$ cat config.mk
export PLATFORM = sky130hd
export DESIGN_NAME = eltc_ctrl
export DESIGN_NICKNAME = d
export VERILOG_FILES = /design/src/core/eltc_ctrl.v
export VERILOG_INCLUDE_DIRS = /design/src /design/src/core
export SDC_FILE = /design/constraint.sdc
export NUM_CORES = 1
export LEC_CHECK = 0
export BUFFER_PORTS_ARGS = -buffer_cell sky130_fd_sc_hd__buf_2
export CORE_ASPECT_RATIO = 1.1
export CORE_MARGIN = 8
export CORE_UTILIZATION = 58
export DETAILED_ROUTE_END_ITERATION = 16
export PLACE_DENSITY = 0.86
export SYNTH_ARGS = -nofsm -noshare
export SYNTH_HDL_FRONTEND = slang
export SYNTH_SLANG_ARGS = --single-unit
$ cat constraint.sdc
create_clock -name clk_sys -period 8.5 [get_ports clk_sys]
set_clock_uncertainty 0.05 [all_clocks]
set_input_delay 0.85 -clock clk_sys [delete_from_list [all_inputs] [get_ports clk_sys]]
set_output_delay 0.85 -clock clk_sys [all_outputs]
set_load 0.02 [all_outputs]
$ cat src/core/eltc_map.vh
// Register map and field layout of the link-training control block.
// Assumes a 32-bit AHB-Lite slave; byte address is four times the index.
`ifndef ELTC_MAP_VH
`define ELTC_MAP_VH

// ----------------------------------------------------------------------
// Register indexes
// ----------------------------------------------------------------------
`define ELTC_IDX_CFG 12'h04d0
`define ELTC_IDX_CMD 12'h04d1
`define ELTC_IDX_STAT 12'h04d2
`define ELTC_IDX_COEF 12'h04d4

// ----------------------------------------------------------------------
// Config fields
// ----------------------------------------------------------------------
`define ELTC_CFG_TRAIN_EN 0
`define ELTC_CFG_NO_WAIT 1
`define ELTC_CFG_HYST 14:12
`define ELTC_CFG_NO_INIT 15
`define ELTC_CFG_PART_OVR 16
`define ELTC_CFG_LOC_OVR 17
`define ELTC_CFG_SWING 18
`define ELTC_CFG_DFE_BYP 19
`define ELTC_CFG_FREEZE 21:20
`define ELTC_CFG_GAIN_MAN 22
`define ELTC_CFG_CTLE 28:24
`define ELTC_CFG_VGA 31:29
`define ELTC_CFG_WMASK 32'hff7f_f003

// Reset images: hardware and simulation flavours
`define ELTC_CFG_RST_HW 32'he110_5001
`define ELTC_CFG_RST_SIM 32'h8158_5001

// ----------------------------------------------------------------------
// Command, status and coefficient fields
// ----------------------------------------------------------------------
`define ELTC_CMD_RESTART 0
`define ELTC_CMD_NEW_PART 4
`define ELTC_CMD_NEW_LOC 8
`define ELTC_ST_TRAINED 0
`define ELTC_ST_BUSY 2
`define ELTC_ST_FAIL 3
`define ELTC_COEF_PART 7:0
`define ELTC_COEF_LOC 23:16
`define ELTC_COEF_WMASK 32'h00ff_00ff

// Coefficient update command codes and the tap-hold freeze-all code
`define ELTC_UPD_HOLD 2'b00
`define ELTC_UPD_INC 2'b01
`define ELTC_UPD_DEC 2'b10
`define ELTC_FRZ_ALL 2'b01

// Maximum wait, in milliseconds, and the clock rate
`define ELTC_WAIT_MS 500
`define ELTC_CLK_KHZ 100000

`endif

$ cat src/core/eltc_ctrl.v
// Software control of the backplane link-training engine.
// Assumes an AHB-Lite master on clk_sys and training logic beside it.
//
// Contract
// - hysteresis field code selects 0 to 128
// - disable bit skips transmit init on failure
// - wait timer expiry sets training failure
// - partner override sends software update commands
// - local override lets software set coefficients
// - swing bit enables partner main-tap adjustment
// - bypass bit turns off adaptive DFE
// - tap-hold field freezes none or all
// - tap-hold applies only without DFE bypass
// - gain mode picks CTLE sweep or manual
// - manual CTLE used only in manual mode
// - manual VGA used only in manual mode
// - restart bit resets training, self-clears
// - new partner bit sends coefficient bits 5:0
// - new local bit applies coefficient bits 21:16
// - wait-limit disable bit stops wait timer
// - training enable bit runs start-up protocol
// - update codes: 01 inc, 10 dec, 00 hold
//
// The AHB-Lite register port was left to the implementer.
`timescale 1ns/1ps
`include "eltc_map.vh"

module eltc_ctrl #(
    parameter SIM_DEFAULTS = 0,
    parameter WAIT_CYCLES = `ELTC_WAIT_MS * `ELTC_CLK_KHZ
) (
    input wire clk_sys, // System clock, 100 MHz
    input wire nrst, // Asynchronous reset, active low
    input wire hsel, // AHB slave select
    input wire [31:0] haddr, // AHB address
    input wire [1:0] htrans, // AHB transfer type
    input wire hwrite, // AHB write flag
    input wire [2:0] hsize, // AHB transfer size
    input wire hready, // AHB bus ready
    input wire [31:0] hwdata, // AHB write data
    output reg [31:0] hrdata, // AHB read data
    output reg hreadyout, // AHB slave ready
    output reg hresp, // AHB response, always OKAY
    input wire [5:0] train_logic_cmd, // Derived partner commands
    input wire train_logic_done, // Training logic finished
    input wire [5:0] lp_cmd_pin, // Commands received from partner
    output reg [5:0] part_cmd_out, // Commands sent to partner
    output reg part_cmd_stb, // Partner command strobe
    output reg [5:0] loc_cmd_out, // Local transmit equalizer update
    output reg loc_cmd_stb, // Local update strobe
    output reg pma_init, // Initialize swing, pre and post taps
    output reg train_run, // Start-up protocol running
    output reg train_fail, // Training failure status
    output reg [7:0] hyst_val, // Error-count hysteresis
    output reg dfe_bypass, // Bypass adaptive DFE after training
    output reg dfe_freeze, // Freeze all DFE taps after training
    output reg ctle_sweep, // Sweep CTLE before transmit EQ
    output reg gain_manual, // Hold manual CTLE and VGA
    output reg [4:0] ctle_val, // Manual CTLE value
    output reg [2:0] vga_val // Manual VGA value
);

    localparam [31:0] CFG_RST = SIM_DEFAULTS ? `ELTC_CFG_RST_SIM :
        `ELTC_CFG_RST_HW;
    localparam [31:0] WAIT_MAX = WAIT_CYCLES - 1;
    localparam [1:0] ST_IDLE = 2'b00;
    localparam [1:0] ST_TRAIN = 2'b01;
    localparam [1:0] ST_DONE = 2'b10;
    localparam [1:0] ST_FAIL = 2'b11;

    // ------------------------------------------------------------------
    // Reset release
    // ------------------------------------------------------------------
    reg [1:0] rst_sync_reg;
    wire rst_n;

    always @(posedge clk_sys or negedge nrst) begin
        if (!nrst) begin
            rst_sync_reg <= 2'b00;
        end else begin
            rst_sync_reg <= {rst_sync_reg[0], 1'b1};
        end
    end
    assign rst_n = rst_sync_reg[1];

    // ------------------------------------------------------------------
    // Partner command pins
    // ------------------------------------------------------------------
    // Partner commands come from the link, so two flops before use
    reg [5:0] lp_meta_reg;
    reg [5:0] lp_cmd_reg;
    reg [5:0] lp_prev_reg;

    always @(posedge clk_sys or negedge rst_n) begin
        if (!rst_n) begin
            lp_meta_reg <= 6'h00;
            lp_cmd_reg <= 6'h00;
            lp_prev_reg <= 6'h00;
        end else begin
            lp_meta_reg <= lp_cmd_pin;
            lp_cmd_reg <= lp_meta_reg;
            lp_prev_reg <= lp_cmd_reg;
        end
    end

    // ------------------------------------------------------------------
    // AHB-Lite slave
    // ------------------------------------------------------------------
    reg [31:0] cfg_reg;
    reg [31:0] coef_reg;
    reg wr_pend_reg;
    reg [11:0] wr_idx_reg;
    reg restart_pend_reg;
    reg part_pend_reg;
    reg loc_pend_reg;
    reg [1:0] state_reg;
    reg [1:0] state_next;
    wire acc;
    wire [11:0] idx;
    wire wr_cfg;
    wire wr_cmd;
    wire wr_coef;
    reg [31:0] rd_next;

    assign acc = hsel & hready & htrans[1];
    assign idx = haddr[13:2];
    assign wr_cfg = wr_pend_reg & (wr_idx_reg == `ELTC_IDX_CFG);
    assign wr_cmd = wr_pend_reg & (wr_idx_reg == `ELTC_IDX_CMD);
    assign wr_coef = wr_pend_reg & (wr_idx_reg == `ELTC_IDX_COEF);

    // Read data is picked in the address phase so the answer is a flop
    always @* begin
        rd_next = 32'h0000_0000;
        case (idx)
            `ELTC_IDX_CFG: rd_next = cfg_reg;
            `ELTC_IDX_CMD: begin
                rd_next[`ELTC_CMD_RESTART] = restart_pend_reg;
                rd_next[`ELTC_CMD_NEW_PART] = part_pend_reg;
                rd_next[`ELTC_CMD_NEW_LOC] = loc_pend_reg;
            end
            `ELTC_IDX_STAT: begin
                rd_next[`ELTC_ST_TRAINED] = (state_reg == ST_DONE);
                rd_next[`ELTC_ST_BUSY] = (state_reg == ST_TRAIN);
                rd_next[`ELTC_ST_FAIL] = (state_reg == ST_FAIL);
            end
            `ELTC_IDX_COEF: rd_next = coef_reg;
            default: rd_next = 32'h0000_0000;
        endcase
    end

    always @(posedge clk_sys or negedge rst_n) begin
        if (!rst_n) begin
            wr_pend_reg <= 1'b0;
            wr_idx_reg <= 12'h000;
            hrdata <= 32'h0000_0000;
            hreadyout <= 1'b1;
            hresp <= 1'b0;
        end else begin
            wr_pend_reg <= acc & hwrite;
            if (acc) begin
                wr_idx_reg <= idx;
            end
            if (acc & ~hwrite) begin
                hrdata <= rd_next;
            end
            hreadyout <= 1'b1;
            hresp <= 1'b0;
        end
    end

    // Config and coefficient registers; reserved config bits read zero
    always @(posedge clk_sys or negedge rst_n) begin
        if (!rst_n) begin
            cfg_reg <= CFG_RST;
            coef_reg <= 32'h0000_0000;
        end else begin
            if (wr_cfg) begin
                cfg_reg <= hwdata & `ELTC_CFG_WMASK;
            end
            if (wr_coef) begin
                coef_reg <= hwdata & `ELTC_COEF_WMASK;
            end
        end
    end

    // ------------------------------------------------------------------
    // Self-clearing commands
    // ------------------------------------------------------------------
    // A command holds for one cycle only; writing zero does nothing
    always @(posedge clk_sys or negedge rst_n) begin
        if (!rst_n) begin
            restart_pend_reg <= 1'b0;
            part_pend_reg <= 1'b0;
            loc_pend_reg <= 1'b0;
        end else begin
            restart_pend_reg <= wr_cmd & hwdata[`ELTC_CMD_RESTART];
            part_pend_reg <= wr_cmd & hwdata[`ELTC_CMD_NEW_PART];
            loc_pend_reg <= wr_cmd & hwdata[`ELTC_CMD_NEW_LOC];
        end
    end

    // ------------------------------------------------------------------
    // Start-up protocol and maximum wait timer
    // ------------------------------------------------------------------
    reg [31:0] wait_reg;
    wire wait_done;

    assign wait_done = (wait_reg == WAIT_MAX) &
        ~cfg_reg[`ELTC_CFG_NO_WAIT];

    always @* begin
        case (state_reg)
            ST_IDLE: state_next = ST_TRAIN;
            ST_TRAIN: begin
                if (train_logic_done) begin
                    state_next = ST_DONE;
                end else if (wait_done) begin
                    state_next = ST_FAIL;
                end else begin
                    state_next = ST_TRAIN;
                end
            end
            ST_DONE: state_next = ST_DONE;
            ST_FAIL: state_next = ST_FAIL;
            default: state_next = ST_IDLE;
        endcase
        if (restart_pend_reg) begin
            state_next = ST_IDLE;
        end
        if (!cfg_reg[`ELTC_CFG_TRAIN_EN]) begin
            state_next = ST_IDLE;
        end
    end

    always @(posedge clk_sys or negedge rst_n) begin
        if (!rst_n) begin
            state_reg <= ST_IDLE;
            wait_reg <= 32'h0000_0000;
            pma_init <= 1'b0;
            train_run <= 1'b0;
            train_fail <= 1'b0;
        end else begin
            state_reg <= state_next;
            if (state_next != ST_TRAIN || state_reg != ST_TRAIN) begin
                wait_reg <= 32'h0000_0000;
            end else if (!cfg_reg[`ELTC_CFG_NO_WAIT] && !wait_done) begin
                wait_reg <= wait_reg + 32'h0000_0001;
            end
            // Taps are re-initialized only on entry to failure
            pma_init <= (state_next == ST_FAIL) & (state_reg != ST_FAIL) &
                ~cfg_reg[`ELTC_CFG_NO_INIT];
            train_run <= (state_next == ST_TRAIN);
            train_fail <= (state_next == ST_FAIL);
        end
    end

    // ------------------------------------------------------------------
    // Coefficient update paths
    // ------------------------------------------------------------------
    reg [5:0] derived_cmd;
    wire lp_new;

    // Main-tap command is held when swing training is off
    always @* begin
        derived_cmd = train_logic_cmd;
        if (!cfg_reg[`ELTC_CFG_SWING]) begin
            derived_cmd[3:2] = `ELTC_UPD_HOLD;
        end
    end

    assign lp_new = (lp_cmd_reg != lp_prev_reg) &
        (lp_cmd_reg != {3{`ELTC_UPD_HOLD}});

    always @(posedge clk_sys or negedge rst_n) begin
        if (!rst_n) begin
            part_cmd_out <= {3{`ELTC_UPD_HOLD}};
            part_cmd_stb <= 1'b0;
            loc_cmd_out <= {3{`ELTC_UPD_HOLD}};
            loc_cmd_stb <= 1'b0;
        end else begin
            if (cfg_reg[`ELTC_CFG_PART_OVR]) begin
                part_cmd_stb <= part_pend_reg;
                if (part_pend_reg) begin
                    part_cmd_out <= coef_reg[5:0];
                end
            end else begin
                part_cmd_stb <= train_run;
                part_cmd_out <= derived_cmd;
            end
            // Command bits without the override are dropped
            if (cfg_reg[`ELTC_CFG_LOC_OVR]) begin
                loc_cmd_stb <= loc_pend_reg;
                if (loc_pend_reg) begin
                    loc_cmd_out <= coef_reg[21:16];
                end
            end else begin
                loc_cmd_stb <= lp_new;
                loc_cmd_out <= lp_cmd_reg;
            end
        end
    end

    // ------------------------------------------------------------------
    // Equalizer and gain controls
    // ------------------------------------------------------------------
    wire [2:0] hyst_code;
    wire man;

    assign hyst_code = cfg_reg[`ELTC_CFG_HYST];
    assign man = cfg_reg[`ELTC_CFG_GAIN_MAN];

    always @(posedge clk_sys or negedge rst_n) begin
        if (!rst_n) begin
            hyst_val <= 8'h00;
            dfe_bypass <= 1'b0;
            dfe_freeze <= 1'b0;
            ctle_sweep <= 1'b0;
            gain_manual <= 1'b0;
            ctle_val <= 5'h00;
            vga_val <= 3'h0;
        end else begin
            // Code 0 means none, otherwise two to the code
            hyst_val <= (hyst_code == 3'h0) ? 8'h00 :
                (8'h01 << hyst_code);
            dfe_bypass <= cfg_reg[`ELTC_CFG_DFE_BYP];
            // Reserved freeze codes freeze nothing
            dfe_freeze <= ~cfg_reg[`ELTC_CFG_DFE_BYP] &
                (cfg_reg[`ELTC_CFG_FREEZE] == `ELTC_FRZ_ALL);
            ctle_sweep <= ~man;
            gain_manual <= man;
            ctle_val <= man ? cfg_reg[`ELTC_CFG_CTLE] : 5'h00;
            vga_val <= man ? cfg_reg[`ELTC_CFG_VGA] : 3'h0;
        end
    end
    // Tap-hold decode above, hardware resets to freeze all
    // without local override the new-local bit is ignored

endmodule // eltc_ctrl

==> reports/metrics.cfg <==
[clock_network]
postCtsSetupBuffers=0
cts_tree=yes
htree_num_levels=4
clk_pin_slew_ps=60
cts_hold_buf=0
clock_path_buffers=2
ctsResizeCount=0
cts_made_buffers=17
cts.sinks=172
worstSkewPairLatency_ps=420
cts_root_buf=clkbuf_16

[route]
wirelength_mm=17.5
drc=0
drt_first_pass_iters=7
met1_length_mm=6.74
wl_met2_mm=8.95
drtIter0Drc=439
routed.top_layer=met4
wire_per_inst_um=19.7
dr_wl_met3_mm=1.32
postRouteAntennaNets=0
vias=5341
viasPerCell=6.04

[floorplan]
die_h_um=133
fp-row-count=42
initial_core_util=0.595
die_w_um=122
dieArea_um2=16200
coreArea_um2=12100
num_io_pins=158

[synth]
synth.distinct_cells=58
synth_warnings=0
synth_area_per_cell_um2=12.0
yosysTopAreaCell=dfrtp_1
synth-edff-count=0
yosysSeqAreaShare=0.600
synth-main-ff-cell=dfrtp_1
syn_area_um2=7190
synth.area.top_cells=dfrtp_1, mux2_2, dfstp_2, a22o_1, nand2_1
syn-instance-count=597
synth-seq-cells=172
synthArstFlopShare=1.00
yosysMostFrequentCell=dfrtp_1
synth_top_area_frac=0.571
ys_top_cells_by_count=dfrtp_1, mux2_2, nand2_1, nor2_1, a21oi_1

[power_and_ir_drop]
switchingPower_mw=0.382
power.share.combinational=0.039
p_leak_nw=4.06
pwr-share-clk=0.445
peakVddDrop_mv=0.148
power_frac_seq=0.516
power.total_mw=1.66
p_int_mw=1.27
switching_share=0.231
power_density_nw_per_um2=196

[sta]
fmax_mhz=357
rsz0062_at_grt=no
final-hold-violation-count=0
period_needed_ps=2800
worst_slack_ps=5700
setup_viol=0
report.final.slew_viol_count=0
tightest_slew_ps=1190
period_share=0.330
setup_tns_ps=0
max-slew-margin-rel=0.208

[critical_path]
crit_path_end_kind=flop
path_cells=or4b_2 -> nor4_2 -> nand3_1 -> nand2b_1 -> a21oi_1
path_class=reg -> reg
slowest_stage=nand2b_1
critPathLaunchType=flop
arrival_ps=3000
crit_fanout=32
slowest_delay_ps=860
cp.required_ps=8690

[final_layout]
largest_reg_flops=32
drive_gt1_frac=0.326
fin_cells=885
nets=807
antenna_cells=0
area_growth_pct=17.8

[placement]
pre_cts_ws_ps=5300
dp.cells=854
place_congestion=0.869
hpwlAfterDp_mm=11.6
io_buffer_count=124

[grt]
grt_overflow_total=0
antenna_found_initial=0
grt_pass1_vias=5375
grt_pass1_wl_mm=27.5
grt_max_degree=69
grt_util_all_layers=0.215

[min_path]
hold_path.class=in -> async

[run]
maxCapViolations=0

[outcome]
status=complete, no violations

[power groups by stage]
stage	combinational [mW]	clock (mW)	sequential, mW
2_1_floorplan	0.0257	0	0.876
3_3_place_gp	0.0617	0	0.867
3_5_place_dp	0.0645	0	0.869
4_1_cts	0.0649	0.749	0.854
5_1_grt	0.0710	0.782	0.856
6_report	0.0640	0.737	0.854
[worst max-delay path, delay by kind of cell, from the launching register on]
| family | cells | cell delay (ps) |
|---|---|---|
| AO/OA/AOI/OAI | 1 | 130 |
| flip-flops | 1 | 460 |
| AND/OR/NAND/NOR | 4 | 1970 |
[logic make-up (layout without fill, tap and decap cells)]
group / count (synthesis) / in the layout / share of synthesized area
flip-flops: 172 / 172 / 0.600
adder cells (fa/ha/maj): 1 / 1 / 0.00174
multiplexers: 61 / 61 / 0.0937
AO/OA/AOI/OAI: 79 / 79 / 0.0726
buffers and inverters: 44 / 173 / 0.0303
other: 2 / 7 / 0.00105
XOR/XNOR: 21 / 21 / 0.0256
AND/OR/NAND/NOR: 217 / 217 / 0.175
[routing by layer]
metal / vias to the layer above / global-route usage
met3: 40 / 0.0506
li1: 2382 / -
met2: 233 / 0.365
met1: 2686 / 0.256
met4: 0 / 0.0888
met5: - / 0
[placed cells by master (no fill, tap or decap), types with 9 or more instances in the layout]
| cell | count |
|---|---|
| mux2i_1 | 11 |
| a22oi_1 | 11 |
| nand3_1 | 19 |
| o21ai_0 | 9 |
| dfrtp_1 | 163 |
| clkbuf_16 | 17 |
| mux2_2 | 50 |
| xor2_1 | 12 |
| a22o_1 | 19 |
| inv_1 | 12 |
| nor4_1 | 9 |
| nand4_1 | 10 |
| nor3_1 | 9 |
| or4_1 | 10 |
| nand2_1 | 43 |
| and3_1 | 11 |
| nor2_1 | 43 |
| xnor2_1 | 9 |
| a21oi_1 | 25 |
| buf_2 | 124 |
[per-stage QoR]
stage / util / hold WS [ps] / area, µm²
CTS: 0.700 / 140 / 8470
detailed placement: 0.654 / 265 / 7910
global placement: 0.654 / 253 / 7910
global route: 0.700 / 140 / 8470
floorplan: - / 281 / 7200
finish: 0.700 / 149 / 8470
[layout make-up]
type,count,area [µm²]
inverters,12,45.0
repair buffers,130,666
fillers,812,3620
flip-flops and latches,172,4320
multi-input cells,386,2680
clock buffers,18,429
clock inverters,13,131
well taps,154,193
[worst paths after layout]
| check | end | from | cells after the start | slack [ps] |
|---|---|---|---|---|
| setup / recovery | wait_reg[10]$_DFFE_PN0P_ | wait_reg[24]$_DFFE_PN0P_ | 5 | 5700 |
| hold reg to reg | wait_reg[6]$_DFFE_PN0P_ | rst_sync_reg[1]$_DFF_PN0_ | 0 | 250 |
| hold / removal | rst_sync_reg[1]$_DFF_PN0_ | nrst | 1 | 150 |
| max in group asynchronous | ctle_val[0]$_DFF_PN0_ | rst_sync_reg[1]$_DFF_PN0_ | 1 | 6940 |
| setup reg to reg | wait_reg[10]$_DFFE_PN0P_ | wait_reg[24]$_DFFE_PN0P_ | 5 | 5700 |
| min in group clk_sys | lp_cmd_reg[3]$_DFF_PN0_ | lp_meta_reg[3]$_DFF_PN0_ | 0 | 300 |
No activity file was read; power rests on OpenSTA's default activity.
